[src/indicator_pkg.sv]
`default_nettype none
package indicator_pkg;
	localparam logic [15:0] ADDR_IND0_PATTERN = 16'h0806;
	localparam logic [15:0] ADDR_IND0_RUN     = 16'h0807;
	localparam logic [15:0] ADDR_IND1_PATTERN = 16'h0808;
	localparam logic [15:0] ADDR_IND1_RUN     = 16'h0809;
	localparam int NUM_CHANNELS  = 2;
	localparam int INVERT_BIT    = 7;
	localparam int MODE_BIT      = 6;
	localparam int RATE_MSB      = 5;
	localparam int RATE_LSB      = 0;
	localparam int TRAIL_MSB     = 7;
	localparam int TRAIL_LSB     = 2;
	localparam int RUN_BIT       = 1;
	localparam int FUNC_BIT      = 0;
	localparam logic [7:0] CTL_RESET = 8'h00;
	localparam logic MODE_BLINK  = 1'b0;
	localparam logic MODE_BREATHE = 1'b1;
	localparam longint CLK_PERIOD_NS = 40;
	// Half of the 50 ms blink unit, so a 50 % duty cycle is exact
	localparam longint BLINK_UNIT_NS     = 50_000_000;
	localparam longint BREATH_UNIT_NS    = 500_000_000;
	localparam int     HALF_UNIT_CYCLES  = int'(BLINK_UNIT_NS / 2 / CLK_PERIOD_NS);
	localparam int     HALVES_PER_BLINK  = 2;
	localparam int     HALVES_PER_BREATH = int'(2 * BREATH_UNIT_NS / BLINK_UNIT_NS);
	localparam int     BREATH_STEPS      = 512;
	localparam int     BREATH_STEP_CYCLES = int'(BREATH_UNIT_NS / CLK_PERIOD_NS / BREATH_STEPS);
	localparam logic [7:0] LEVEL_MAX     = 8'hff;
	typedef enum {ST_IDLE, ST_RUN, ST_TRAIL, ST_SLEEP} chan_state_t;
endpackage : indicator_pkg
`default_nettype wire

[src/indicator_chan_if.sv]
`timescale 1ns/100ps
`default_nettype none
interface indicator_chan_if;
	logic       restart;
	logic       tick_half;
	logic [7:0] level;
	logic       pwm;
	modport ticker (input restart, output tick_half);
	modport tick_user (output restart, input tick_half);
	modport dimmer (input level, output pwm);
	modport dim_user (output level, input pwm);
endinterface : indicator_chan_if
`default_nettype wire

[src/indicator_blink_breathe_ctl.sv]
`timescale 1ns/100ps
`default_nettype none
// Functional notes
// Invert bit 7 of pattern register flips the indicator pin level.
// Bit 6 selects pattern: 0 blink, 1 breathe.
// Blink period is rate bits 5:0 times 50 ms, on half the period.
// Blink rate spans 50 ms up to 3.15 s.
// In breathe mode the rate field gives breath length in 500 ms units.
// Blink keeps going for trail time (bits 7:2, 50 ms) after run clears.
// In breathe mode bits 7:2 give sleep between breaths in 500 ms units.
// Setting the run bit (bit 1) starts the selected pattern.
// Pattern timer starts when run is set; no shortened pulses.
// Breathe stops at once when run clears.
// Bit 0 selects plain I/O (0) or indicator pattern (1).
// In indicator mode the plain output data bit is ignored.
// In indicator mode the plain input readback is not valid.
// A prescaler makes the 50 ms and 500 ms time units.
// A breath ramps brightness up then down by PWM, peak mid-breath.
module indicator_blink_breathe_ctl #(
	parameter int HALF_UNIT_CYCLES_P   = indicator_pkg::HALF_UNIT_CYCLES,
	parameter int BREATH_STEP_CYCLES_P = indicator_pkg::BREATH_STEP_CYCLES
) (
	input  wire logic        clock_in,
	input  wire logic        reset_in,
	input  wire logic [15:0] cfg_addr_in,
	input  wire logic        cfg_write_in,
	input  wire logic [7:0]  cfg_wdata_in,
	input  wire logic        cfg_read_in,
	output logic [7:0]       cfg_rdata_out,
	output logic             cfg_rvalid_out,
	input  wire logic        indicator_out_a_in,
	output logic             indicator_out_a_out,
	output logic             indicator_out_a_oe_out,
	input  wire logic        plain_io_a_data_in,
	input  wire logic        plain_io_a_dir_in,
	output logic             plain_io_a_read_out,
	input  wire logic        indicator_out_b_in,
	output logic             indicator_out_b_out,
	output logic             indicator_out_b_oe_out,
	input  wire logic        plain_io_b_data_in,
	input  wire logic        plain_io_b_dir_in,
	output logic             plain_io_b_read_out
);
	import indicator_pkg::*;

	// Returns channel index and register select for a mapped address
	function automatic logic [2:0] decode_addr(input logic [15:0] addr);
		case (addr)
			ADDR_IND0_PATTERN: decode_addr = 3'b100;
			ADDR_IND0_RUN:     decode_addr = 3'b101;
			ADDR_IND1_PATTERN: decode_addr = 3'b110;
			ADDR_IND1_RUN:     decode_addr = 3'b111;
			default:           decode_addr = 3'b000;
		endcase
	endfunction : decode_addr

	function automatic logic [10:0] to_halves(input logic [5:0] field, input logic mode);
		if (mode == MODE_BREATHE) begin
			to_halves = 11'(field * HALVES_PER_BREATH);
		end else begin
			to_halves = 11'(field * HALVES_PER_BLINK);
		end
	endfunction : to_halves

	logic [7:0] pattern_ctl_reg [NUM_CHANNELS];
	logic [7:0] pattern_ctl_next [NUM_CHANNELS];
	logic [7:0] run_ctl_reg [NUM_CHANNELS];
	logic [7:0] run_ctl_next [NUM_CHANNELS];
	logic [7:0] rdata_reg;
	logic [7:0] rdata_next;
	logic       rvalid_reg;
	logic       rvalid_next;
	logic [2:0] hit;

	logic [NUM_CHANNELS-1:0] pin_in_w;
	logic [NUM_CHANNELS-1:0] plain_data_w;
	logic [NUM_CHANNELS-1:0] plain_dir_w;
	logic [NUM_CHANNELS-1:0] pin_out_reg;
	logic [NUM_CHANNELS-1:0] pin_oe_reg;
	logic [NUM_CHANNELS-1:0] read_reg;

	assign pin_in_w     = {indicator_out_b_in, indicator_out_a_in};
	assign plain_data_w = {plain_io_b_data_in, plain_io_a_data_in};
	assign plain_dir_w  = {plain_io_b_dir_in, plain_io_a_dir_in};

	always_comb begin
		hit         = decode_addr(cfg_addr_in);
		rdata_next  = rdata_reg;
		rvalid_next = cfg_read_in;
		for (int i = 0; i < NUM_CHANNELS; i++) begin
			pattern_ctl_next[i] = pattern_ctl_reg[i];
			run_ctl_next[i]     = run_ctl_reg[i];
		end
		if (cfg_write_in && hit[2]) begin
			if (hit[0]) begin
				run_ctl_next[hit[1]] = cfg_wdata_in;
			end else begin
				pattern_ctl_next[hit[1]] = cfg_wdata_in;
			end
		end
		if (cfg_read_in) begin
			if (!hit[2]) begin
				rdata_next = 8'h00;
			end else if (hit[0]) begin
				rdata_next = run_ctl_reg[hit[1]];
			end else begin
				rdata_next = pattern_ctl_reg[hit[1]];
			end
		end
	end

	always_ff @(posedge clock_in or posedge reset_in) begin
		if (reset_in) begin
			for (int i = 0; i < NUM_CHANNELS; i++) begin
				pattern_ctl_reg[i] <= CTL_RESET;
				run_ctl_reg[i]     <= CTL_RESET;
			end
			rdata_reg  <= 8'h00;
			rvalid_reg <= 1'b0;
		end else begin
			for (int i = 0; i < NUM_CHANNELS; i++) begin
				pattern_ctl_reg[i] <= pattern_ctl_next[i];
				run_ctl_reg[i]     <= run_ctl_next[i];
			end
			rdata_reg  <= rdata_next;
			rvalid_reg <= rvalid_next;
		end
	end

	assign cfg_rdata_out  = rdata_reg;
	assign cfg_rvalid_out = rvalid_reg;

	for (genvar ch = 0; ch < NUM_CHANNELS; ch++) begin : chan
		indicator_chan_if link ();

		half_unit_ticker #(
			.CYCLES (HALF_UNIT_CYCLES_P)
		) u_ticker (
			.clock_in (clock_in),
			.reset_in (reset_in),
			.tb       (link.ticker)
		);

		level_dimmer u_dimmer (
			.clock_in (clock_in),
			.reset_in (reset_in),
			.dm       (link.dimmer)
		);

		chan_state_t state_reg;
		chan_state_t state_next;
		logic        run_prev_reg;
		logic        run_prev_next;
		logic        phase_on_reg;
		logic        phase_on_next;
		logic [10:0] phase_cnt_reg;
		logic [10:0] phase_cnt_next;
		logic [10:0] trail_cnt_reg;
		logic [10:0] trail_cnt_next;
		logic [31:0] step_cnt_reg;
		logic [31:0] step_cnt_next;
		logic [7:0]  level_reg;
		logic [7:0]  level_next;
		logic        falling_reg;
		logic        falling_next;
		logic        pattern_w;
		logic        invert;
		logic        mode;
		logic        run;
		logic        func;
		logic [5:0]  rate;
		logic [5:0]  trail;
		logic [31:0] step_limit;

		always_comb begin
			invert     = pattern_ctl_reg[ch][INVERT_BIT];
			mode       = pattern_ctl_reg[ch][MODE_BIT];
			rate       = pattern_ctl_reg[ch][RATE_MSB:RATE_LSB];
			trail      = run_ctl_reg[ch][TRAIL_MSB:TRAIL_LSB];
			run        = run_ctl_reg[ch][RUN_BIT];
			func       = run_ctl_reg[ch][FUNC_BIT];
			step_limit = 32'(rate * BREATH_STEP_CYCLES_P);
			state_next     = state_reg;
			run_prev_next  = run;
			phase_on_next  = phase_on_reg;
			phase_cnt_next = phase_cnt_reg;
			trail_cnt_next = trail_cnt_reg;
			step_cnt_next  = step_cnt_reg;
			level_next     = level_reg;
			falling_next   = falling_reg;
			link.restart   = 1'b0;
			case (state_reg)
				ST_IDLE: begin
					if (func && run && !run_prev_reg) begin
						link.restart   = 1'b1;
						state_next     = ST_RUN;
						phase_on_next  = 1'b1;
						phase_cnt_next = 11'h0;
						trail_cnt_next = 11'h0;
						step_cnt_next  = 32'h0;
						level_next     = 8'h00;
						falling_next   = 1'b0;
					end
				end
				ST_RUN, ST_TRAIL: begin
					if (mode == MODE_BLINK) begin
						if (link.tick_half) begin
							// One half-unit per phase step gives the 50 % duty
							if (phase_cnt_reg + 11'h1 >= 11'(rate)) begin
								phase_cnt_next = 11'h0;
								phase_on_next  = !phase_on_reg;
							end else begin
								phase_cnt_next = phase_cnt_reg + 11'h1;
							end
							if (state_reg == ST_TRAIL) begin
								trail_cnt_next = trail_cnt_reg + 11'h1;
							end
						end
						if (state_reg == ST_RUN && !run) begin
							state_next     = ST_TRAIL;
							trail_cnt_next = 11'h0;
						end else if (state_reg == ST_TRAIL && run) begin
							state_next = ST_RUN;
						end else if (state_reg == ST_TRAIL && !phase_on_reg
							&& trail_cnt_reg >= to_halves(trail, mode)) begin
							state_next = ST_IDLE;
						end
					end else if (!run) begin
						state_next = ST_IDLE;
						level_next = 8'h00;
					end else begin
						if (step_cnt_reg + 32'h1 >= step_limit) begin
							step_cnt_next = 32'h0;
							if (!falling_reg) begin
								level_next = level_reg + 8'h01;
								if (level_reg == LEVEL_MAX - 8'h01) begin
									falling_next = 1'b1;
								end
							end else if (level_reg != 8'h00) begin
								level_next = level_reg - 8'h01;
							end else begin
								state_next     = ST_SLEEP;
								phase_cnt_next = 11'h0;
								falling_next   = 1'b0;
							end
						end else begin
							step_cnt_next = step_cnt_reg + 32'h1;
						end
					end
				end
				ST_SLEEP: begin
					if (!run) begin
						state_next = ST_IDLE;
					end else if (phase_cnt_reg >= to_halves(trail, mode)) begin
						state_next    = ST_RUN;
						step_cnt_next = 32'h0;
						level_next    = 8'h00;
					end else if (link.tick_half) begin
						phase_cnt_next = phase_cnt_reg + 11'h1;
					end
				end
				default: begin
					state_next = ST_IDLE;
				end
			endcase
			if (!func) begin
				state_next = ST_IDLE;
				level_next = 8'h00;
			end
			link.level = level_reg;
			if (mode == MODE_BREATHE) begin
				pattern_w = (state_reg == ST_RUN) && link.pwm;
			end else begin
				pattern_w = (state_reg == ST_RUN || state_reg == ST_TRAIL)
					&& phase_on_reg && (rate != 6'h00);
			end
		end

		always_ff @(posedge clock_in or posedge reset_in) begin
			if (reset_in) begin
				state_reg     <= ST_IDLE;
				run_prev_reg  <= 1'b0;
				phase_on_reg  <= 1'b0;
				phase_cnt_reg <= 11'h0;
				trail_cnt_reg <= 11'h0;
				step_cnt_reg  <= 32'h0;
				level_reg     <= 8'h00;
				falling_reg   <= 1'b0;
				pin_out_reg[ch] <= 1'b0;
				pin_oe_reg[ch]  <= 1'b0;
				read_reg[ch]    <= 1'b0;
			end else begin
				state_reg     <= state_next;
				run_prev_reg  <= run_prev_next;
				phase_on_reg  <= phase_on_next;
				phase_cnt_reg <= phase_cnt_next;
				trail_cnt_reg <= trail_cnt_next;
				step_cnt_reg  <= step_cnt_next;
				level_reg     <= level_next;
				falling_reg   <= falling_next;
				pin_out_reg[ch] <= func ? (pattern_w ^ invert) : plain_data_w[ch];
				pin_oe_reg[ch]  <= func | plain_dir_w[ch];
				read_reg[ch]    <= func ? 1'b0 : pin_in_w[ch];
			end
		end
	end

	assign indicator_out_a_out    = pin_out_reg[0];
	assign indicator_out_a_oe_out = pin_oe_reg[0];
	assign plain_io_a_read_out    = read_reg[0];
	assign indicator_out_b_out    = pin_out_reg[1];
	assign indicator_out_b_oe_out = pin_oe_reg[1];
	assign plain_io_b_read_out    = read_reg[1];
endmodule : indicator_blink_breathe_ctl
`default_nettype wire

[src/half_unit_ticker.sv]
`timescale 1ns/100ps
`default_nettype none
module half_unit_ticker #(
	parameter int CYCLES = indicator_pkg::HALF_UNIT_CYCLES
) (
	input  wire logic         clock_in,
	input  wire logic         reset_in,
	indicator_chan_if.ticker  tb
);
	import indicator_pkg::*;

	logic [31:0] count_reg;
	logic [31:0] count_next;

	// Restart realigns the timebase so a pattern starts at the set moment
	always_comb begin
		tb.tick_half = 1'b0;
		count_next   = count_reg + 32'h1;
		if (tb.restart) begin
			count_next = 32'h0;
		end else if (count_reg >= 32'(CYCLES - 1)) begin
			count_next   = 32'h0;
			tb.tick_half = 1'b1;
		end
	end

	always_ff @(posedge clock_in or posedge reset_in) begin
		if (reset_in) begin
			count_reg <= 32'h0;
		end else begin
			count_reg <= count_next;
		end
	end
endmodule : half_unit_ticker
`default_nettype wire

[src/level_dimmer.sv]
`timescale 1ns/100ps
`default_nettype none
module level_dimmer (
	input  wire logic         clock_in,
	input  wire logic         reset_in,
	indicator_chan_if.dimmer  dm
);
	import indicator_pkg::*;

	logic [7:0] sweep_reg;
	logic [7:0] sweep_next;
	logic       pwm_reg;
	logic       pwm_next;

	always_comb begin
		sweep_next = sweep_reg + 8'h01;
		pwm_next   = (dm.level == LEVEL_MAX) || (dm.level > sweep_reg);
	end

	always_ff @(posedge clock_in or posedge reset_in) begin
		if (reset_in) begin
			sweep_reg <= 8'h00;
			pwm_reg   <= 1'b0;
		end else begin
			sweep_reg <= sweep_next;
			pwm_reg   <= pwm_next;
		end
	end

	assign dm.pwm = pwm_reg;
endmodule : level_dimmer
`default_nettype wire

[config.mk]
export PLATFORM = sky130hd
export DESIGN_NAME = indicator_blink_breathe_ctl
export DESIGN_NICKNAME = d
export VERILOG_FILES = /design/src/indicator_pkg.sv /design/src/indicator_chan_if.sv /design/src/indicator_blink_breathe_ctl.sv /design/src/half_unit_ticker.sv /design/src/level_dimmer.sv
export SDC_FILE = /design/constraint.sdc
export NUM_CORES = 1
export LEC_CHECK = 0
export ABC_AREA = 1
export BUFFER_PORTS_ARGS = -buffer_cell sky130_fd_sc_hd__buf_2
export CAP_MARGIN = 20
export CORE_MARGIN = 2
export CORE_UTILIZATION = 25
export CTS_CLUSTER_DIAMETER = 80
export DETAILED_ROUTE_END_ITERATION = 6
export SETUP_SLACK_MARGIN = 0.4
export SYNTH_ARGS = -nofsm -noshare
export SYNTH_HDL_FRONTEND = slang
export SYNTH_HIERARCHICAL = 1
export SYNTH_SLANG_ARGS = --single-unit
[constraint.sdc]
create_clock -name clock_in -period 8 [get_ports clock_in]
set_input_delay 1.6 -clock clock_in [delete_from_list [all_inputs] [get_ports clock_in]]
set_output_delay 1.6 -clock clock_in [all_outputs]
set_load 0.03 [all_outputs]
==> metrics list, run 1 <==
- At the pin with the least slew margin, the transition time is 0.988 ns.
- Worst-path clk slew: 0.06 ns
* Fraction of power spent switching nets: 22.4%
- Registers are responsible for 41.6% of the overall power.
- From bottom edge to top edge, the die measures 293 um.
- The largest single stage delay on the critical path is approximately 0.55 ns.
- The first global-routing pass estimated 83600 um of wire.
- Setup-failing EPs final: 0
- Number of sinks handled by clock tree synthesis: 263
- On the critical path, the stage with the largest delay is an instance of sky130_fd_sc_hd__fa_1.
- Setup repair after global routing left no endpoint under its margin.
- CTS root buf: sky130_fd_sc_hd__clkbuf_16
* Post-layout min period: 6.08 ns
* CTS Buf Count: 38
- Number of antenna violations at the first check in global routing: 0
- At the end of the flow the core is filled with cells to between 20% and 30%.
- Diodes inserted: 0
- The post-route netlist has 8.14% of its cells at a drive strength greater than 1.
- Status: finished clean
- Together, buffers and inverters on the worst path number 5.
* Sum of negative setup slack: 0 ns
- DRC errors left: 0
- The region available for standard cell placement spans 0.0833 mm2.
* Internal: 0.00251 W
* Standard-cell row count: 106
- P_leak: approximately 12 nW
- Broken down by cell family, the worst path's largest delay share belongs to adder cells.
* Detailed-routing iteration count for the pre-antenna-repair pass: 5
- Derived from the worst setup path, the maximum achievable clock frequency is 0.164 GHz.
* Final ANT Viol Nets: 0
* Path class of the lowest-slack min-delay path: reg2reg
- Worst setup SP type: register
- The final layout contains 3162 nets.
* Top area cells in the synthesized netlist: sky130_fd_sc_hd__dfrtp_1 31%, sky130_fd_sc_hd__ha_1 13%, sky130_fd_sc_hd__nand2_1 12%
- The hold violation count in the final report came to 0.
* MaxCap Viol Count: 0
* Portion of total power attributed to the clock network: a little under three fifths
* Post-cts sizing count: 0
- Clock latency on the worst-skew pair: about 0.56 ns
- The synthesized design contains 0 enable-type register cells.
- The number of global-route vias before repair came to ~17000.
* Netlist cell types: 56
- STA classifies the critical path endpoint as a register.
- Share of synthesized registers carrying an async set or reset: 100%
* Max-slew violations: 0
- The share of total power dissipated in combinational logic is 2.0%.
* Vias after detailed routing: 17413
* Tightest slew margin relative to the limit: 34.0%
* Final HPWL from detailed placement: 38100 um
- Number of buffers on the longest clock path: 3
- slightly below 50 I/O pins were placed.
- PwrDens: 135 mW/mm2
* Fraction of the yosys area taken by sequential cells: roughly a third
- Remaining global-route overflow: 0
- Post-Syn Area: 0.0210 mm2
- Synth warn: 6
- TritonCTS clock tree: done
* Max Fanout on Critical Path: 12
- Worst Setup Path Type: reg2reg
- Across the routed clock network, the largest skew measured is between 0.02 and 0.03 ns.
- Routability-driven placement finished with a final weighted congestion of 0.861.
- Violation count after the first detailed-route iteration: between 1000 and 1500
- Buffers inserted to repair hold after CTS numbered 0.
* Post-CTS repair timing setup buffer count: 0
- Number of levels the H-tree was split into: 2
- Avg Vias per Cell: 4.39
- The final critical path takes up roughly 76% of the cycle.
- Yosys top cell area share: between 30% and 40%
* CP Data Arrival Time: 6.57 ns
* Flop and latch count out of synthesis: 263
- For the worst setup path, the data required time is 8.49 ns.
- Average instance area after synthesis: between 7 and 8 um2
- Final instance area: around 0.024 mm2
- Global routing consumed, over all layers together, a little under an eighth of the routing resources.
- The largest total area in the synthesized netlist belongs to sky130_fd_sc_hd__dfrtp_1.
- Largest net degree at the start of global routing: 117
* Most common cell type on the critical path: sky130_fd_sc_hd__nand2_1
- Die footprint: 0.0861 mm2
* Routed wirelength normalized by instance count: 12.5 um
* Area growth from synthesis to layout: 13.7%
- In this run the horizontal extent of the chip is 293 um.
- The most used flip-flop cell after synthesis is sky130_fd_sc_hd__dfrtp_1.
- Switch Pwr: 0.000722 W
- Port buffering added 48 buffers.
- For this configuration, the core starts out at a cell density of 25.2%.
- Summing all placed instances gives a cell area of 0.0225 mm2.
- Counting every instance in the synthesized netlist gives 2784.
* Final WL: 49500 um
- The worst-case IR drop observed on VDD is 0.117 mV.
[worst paths after layout]
check                                                         from                                 endpoint  slack [ns]  cells past startpoint
min in group asynchronous                                 reset_in        chan[0].u_dimmer/dm.pwm$_DFF_PP0_        1.19                      2
min reg2reg                chan[1].u_dimmer/sweep_reg[7]$_DFF_PP0_  chan[1].u_dimmer/sweep_reg[7]$_DFF_PP0_        0.47                      2
min                        chan[1].u_dimmer/sweep_reg[7]$_DFF_PP0_  chan[1].u_dimmer/sweep_reg[7]$_DFF_PP0_        0.47                      2
max in group asynchronous                                 reset_in     chan[1].step_cnt_reg[19]$_DFFE_PP0P_        5.17                      3
max                                    chan[1].rate[0]$_DFFE_PP0P_     chan[1].phase_cnt_reg[3]$_DFFE_PP0P_        1.92                     28
max reg2reg                            chan[1].rate[0]$_DFFE_PP0P_     chan[1].phase_cnt_reg[3]$_DFFE_PP0P_        1.92                     28
[final cells by class]
cell class	instances	area, um2
fill	8958	59500
timing repair buffer	54	285
sequential	263	6580
clock inverter	18	307
tap	1080	1350
inverter	452	1720
clock buffer	49	1040
multi-input combinational	2052	12500
[synthesized netlist by cell type, types with 5 or more instances]
master,instances
sky130_fd_sc_hd__a21o_1,7
sky130_fd_sc_hd__a21oi_1,102
sky130_fd_sc_hd__a31oi_1,12
sky130_fd_sc_hd__buf_2,5
sky130_fd_sc_hd__buf_6,5
sky130_fd_sc_hd__clkbuf_1,24
sky130_fd_sc_hd__dfrtp_1,263
sky130_fd_sc_hd__fa_1,48
sky130_fd_sc_hd__ha_1,219
sky130_fd_sc_hd__inv_1,443
sky130_fd_sc_hd__inv_2,6
sky130_fd_sc_hd__nand2_1,643
sky130_fd_sc_hd__nand2_2,21
sky130_fd_sc_hd__nand3_1,124
sky130_fd_sc_hd__nand3_2,10
sky130_fd_sc_hd__nand3b_1,7
sky130_fd_sc_hd__nand4_1,59
sky130_fd_sc_hd__nor2_1,284
sky130_fd_sc_hd__nor2_2,35
sky130_fd_sc_hd__nor2_4,12
sky130_fd_sc_hd__nor3_1,47
sky130_fd_sc_hd__nor3_2,10
sky130_fd_sc_hd__nor4_1,9
sky130_fd_sc_hd__o211ai_1,17
sky130_fd_sc_hd__o21a_1,5
sky130_fd_sc_hd__o21ai_0,151
sky130_fd_sc_hd__o21ai_1,25
sky130_fd_sc_hd__o21ai_2,10
sky130_fd_sc_hd__or2_2,6
sky130_fd_sc_hd__xnor2_1,31
sky130_fd_sc_hd__xor2_1,99
[stage by stage]
stage	setup WS [ns]	total power, W	hold WS [ns]	cells
4_1_cts	1.92	0.00329	0.473	3968
3_3_place_gp	2.08	0.00143	0.455	3901
6_report	1.92	0.00323	0.466	3968
3_5_place_dp	1.94	0.00143	0.459	3901
2_1_floorplan	1.48	0.00140	0.349	2806
5_1_grt	1.41	0.00335	0.498	3968
[layout by cell type (no fill, tap or decap), drive strengths merged, types with 24 or more instances in the layout]
cell type,instances
clkbuf,49
a21oi,103
nor2,331
nor3,57
dfrtp,263
buf,54
fa,48
xor2,99
nand2,666
ha,219
xnor2,31
inv,454
o21ai,186
conb,24
nand3,136
nand4,59
[layer usage]
| layer | GRT usage [%] | share of wire [%] | vias up |
|---|---|---|---|
| li1 | - | - | 9055 |
| met1 | 16.0 | 49 | 8046 |
| met2 | 18.6 | 44 | 240 |
| met3 | 1.90 | 4.2 | 72 |
| met4 | 3.66 | 2.6 | 0 |
| met5 | 0 | 0 | - |
[cell families after synthesis]
group / Yosys count / share of synthesized area [%]
compound gates: 354 / 9.43
buf+inv: 491 / 9.12
simple gates: 1277 / 26.9
flops: 263 / 31.4
xor+xnor: 130 / 5.43
other cells: 2 / 0.0358
fa+ha+maj: 267 / 17.7
[power by group through the flow]
stage	clock network, W	registers, W	logic (W)
after global routing	0.00193	0.00134	0.0000752
after floorplan	0	0.00137	0.0000322
after detailed placement	0	0.00136	0.0000668
final	0.00182	0.00134	0.0000637
after CTS	0.00188	0.00134	0.0000670
after global placement	0	0.00136	0.0000665
[worst register-to-register path, delay by kind of cell, from the launching register on]
family | cells | cell delay [ns]
compound gates | 7 | 1.08
xor+xnor | 1 | 0.18
fa+ha+maj | 5 | 2.19
buf+inv | 5 | 0.47
flops | 1 | 0.46
simple gates | 10 | 1.65
Note: power is estimated with default switching activity, not from simulation.
==> inputs of run 2 (changes only) <==
==> constraint.sdc (replaced) <==
create_clock -name clock_in -period 6.2 [get_ports clock_in]
set_input_delay 1.24 -clock clock_in [delete_from_list [all_inputs] [get_ports clock_in]]
set_output_delay 1.24 -clock clock_in [all_outputs]
set_load 0.03 [all_outputs]
==> run 2 against run 1 <==
Compared with the run above:
- clock power is 23% higher
- critical path depth did not move
- highest routed layer unchanged
- wire length down 0.67%
==> metrics list, run 2 (same netlist as run 1, synthesis figures left out) <==
* Violation count after the first detailed-route iteration: 1069 (-9.1%)
- The number of remaining DRC errors is 0 (unchanged).
- Number of buffers on the longest clock path: 3 (unchanged)
* Clock latency on the worst-skew pair: 0.56 ns (about the same)
- Count of cell instances traversed by the critical path: 28 (unchanged)
- Worst Setup Path Type: reg2reg
- Hold Path Stages: 2 (unchanged)
- Highest Clock Rate: 0.185 GHz (+12%)
- Crit path max-delay family: adder cells
- The total power density per cell area was 170 mW/mm2 (+25%).
- The layout net count was 3172 (+0.32%).
* Slowest cell on crit path: sky130_fd_sc_hd__fa_1
* Number of global-route vias before repair: 16887 (-0.18%)
* Final Hold Violating Endpoints: 0 (unchanged)
* Crit Reg-Reg Startpoint: chan[1].rate[3]$_DFFE_PP0P_
* Core Area: 0.0833 mm2 (unchanged)
- Final ANT Viol Nets: 0 (unchanged)
- The count of port buffers added during placement is 48 (unchanged).
- The number of rows created at floorplan came to 106 (unchanged).
* Part of the cycle the worst path needs: 87.2% (+11 points)
- Max Fanout on Critical Path: 11 (-1)
* Avg Vias per Cell: 4.40 (+0.19%)
- Area after DPL: 0.0225 mm2 (+0.27%)
- The wire length of the first global-routing pass came to 83200 um (-0.57%).
* Placer congestion estimate: 0.848 (-1.5%)
- Height of the die: 293 um (unchanged)
* Initial core utilization: 25.2% (unchanged)
* Path class of the lowest-slack min-delay path: reg2reg
* Hold worst-path end: chan[1].u_dimmer/sweep_reg[7]$_DFF_PP0_
- CTS root buf: sky130_fd_sc_hd__clkbuf_16
* Post-layout min period: 5.41 ns (-0.674 ns)
- R2r setup slk: 0.79 ns (-1.13 ns)
- The library cells used most frequently in the layout, excluding fill and tap cells, are 643 x sky130_fd_sc_hd__nand2_1, 440 x sky130_fd_sc_hd__inv_1, 284 x sky130_fd_sc_hd__nor2_1.
- Routed wirelength normalized by instance count: 12.4 um (-0.89%)
- MaxCap Viol Count: 0 (unchanged)
* Total GRT Usage: 11.6% (-0.051 points)
* Combined buffer and inverter count along the critical path: 3 (-2)
* Top Ports: 49 (unchanged)
* Tightest slew margin relative to the limit: 28.0% (-6.0 points)
- Max-slew violations: 0 (unchanged)
- Vias after detailed routing: 17486 (+0.42%)
- The number of H-tree levels came to 2 (unchanged).
- Critical path endpoint category: register
- The depth of the worst register-to-register path came to 28 (unchanged).
- Remaining global-route overflow: 0 (unchanged)
* TritonCTS clock tree: done
* Pin slew with the least headroom to its limit: 1.08 ns (+0.0913 ns)
* Largest net degree at the start of global routing: 133 (+14%)
- Required time of the critical path: 6.65 ns (-1.84 ns)
- Final instance area: 0.0239 mm2 (+0.43%)
- The most numerous cell type found on the critical path is sky130_fd_sc_hd__nand2_1.
* Endpoint of the lowest-slack register-to-register path: chan[1].phase_cnt_reg[6]$_DFFE_PP0P_
* Sum of negative setup slack: 0 ns (unchanged)
* CTS Buf Count: 39 (+2.6%)
- The share of post-route cells with drive strength above 1 is 8.87% (+0.73 points).
- P_leak: 11.7 nW (+0.33%)
- Worst-path clk slew: 0.06 ns (about the same)
* Worst voltage drop across the vdd grid: 0.154 mV (+32%)
* Detailed-routing iteration count for the pre-antenna-repair pass: 5 (unchanged)
- The sum of routed wire length over all layers was 49100 um (-0.67%).
- The detailed-placement wirelength estimate came to 37900 um (-0.52%).
* Post-route clock skew: 0.0343 ns (+0.00454 ns)
- CP Data Arrival Time: 5.85 ns (-0.72 ns)
* Critical hold path startpoint: chan[1].u_dimmer/sweep_reg[7]$_DFF_PP0_
- Area growth from synthesis to layout: 14.2%
- Diodes inserted: 0 (unchanged)
- Leaving out fill and tap cells, the most frequent cell in the layout is sky130_fd_sc_hd__nand2_1.
- Worst setup SP type: register
- The clock sink total is 263 (unchanged).
- The floorplan die width is 293 um (unchanged).
- The number of fillers in the final layout came to 9043 (+0.95%).
- Number of antenna violations at the first check in global routing: 2 (+2)
- Setup-failing EPs final: 0 (unchanged)
- Die footprint: 0.0861 mm2 (unchanged)
* RSZ-0062 raised after global routing: yes
- The flow ran to the end, and the final reports show no timing, DRC or antenna violations.
- Delay of the slowest critical-path stage: 0.63 ns (+0.08 ns)
-- run 2: power breakdown --
part           internal, W  switching [W]  leakage, nW
Sequential         0.00173     0.00000268         3.57
Clock              0.00137       0.000870        0.647
Combinational    0.0000180      0.0000640         7.46
-- run 2: tightest hold or removal path, stage by stage (launching register included) --
cell	delay (ns)
sky130_fd_sc_hd__dfrtp_1	0.35
sky130_fd_sc_hd__nand2_1	0.06
sky130_fd_sc_hd__nand2_1	0.04
-- run 2: area by class of cell --
type                            count  area (um2)  share of cell area [%]
Inverter                          452        1710                    7.16
Clock buffer                       50        1090                    4.54
Multi-Input combinational cell   2052       12600                    52.6
Clock inverter                     17         213                   0.889
Sequential cell                   263        6590                    27.5
Tap cell                         1080        1350                    5.65
Timing Repair Buffer               63         385                    1.61
-- run 2: worst max-delay path by stage --
stage / from / end / slack (ns)
after detailed placement: chan[1].rate[0]$_DFFE_PP0P_ / chan[1].falling_reg$_DFFE_PP0P_ / 0.43
after CTS: chan[1].rate[0]$_DFFE_PP0P_ / chan[1].falling_reg$_DFFE_PP0P_ / 0.43
final: chan[1].rate[3]$_DFFE_PP0P_ / chan[1].phase_cnt_reg[6]$_DFFE_PP0P_ / 0.79
after floorplan: chan[0].rate[4]$_DFFE_PP0P_ / chan[0].phase_cnt_reg[2]$_DFFE_PP0P_ / 1.21
after global placement: chan[1].rate[0]$_DFFE_PP0P_ / chan[1].falling_reg$_DFFE_PP0P_ / 0.58
after global routing: chan[1].rate[3]$_DFFE_PP0P_ / chan[1].phase_cnt_reg[9]$_DFFE_PP0P_ / 0.39
-- run 2: stage by stage --
step / util, % / hold WS (ns) / total power, W / instances / worst slack (ns)
floorplan: - / 0.349 / 0.00181 / 2806 / 1.21
global placement: 27.1 / 0.459 / 0.00185 / 3908 / 0.576
finish: 28.7 / 0.478 / 0.00406 / 3977 / 0.792
CTS: 28.6 / 0.480 / 0.00414 / 3975 / 0.428
detailed placement: 27.1 / 0.462 / 0.00185 / 3908 / 0.434
global route: 28.7 / 0.492 / 0.00422 / 3977 / 0.393
-- run 2: timing repair --
| item | 4_1_cts | 5_1_grt |
|---|---|---|
| endpoints found under the setup margin | 0 | 86 |
| setup buffers | 0 | 1 |
| hold buffers | 0 | 0 |
| resized for setup | 0 | 20 |
-- run 2: routing by layer --
metal,up-vias,global-route usage [%],wire length (um)
met3,79,1.69,2100
met5,-,0,0
li1,9085,-,-
met1,8009,15.8,23700
met2,313,18.9,22100
met4,0,3.55,1220
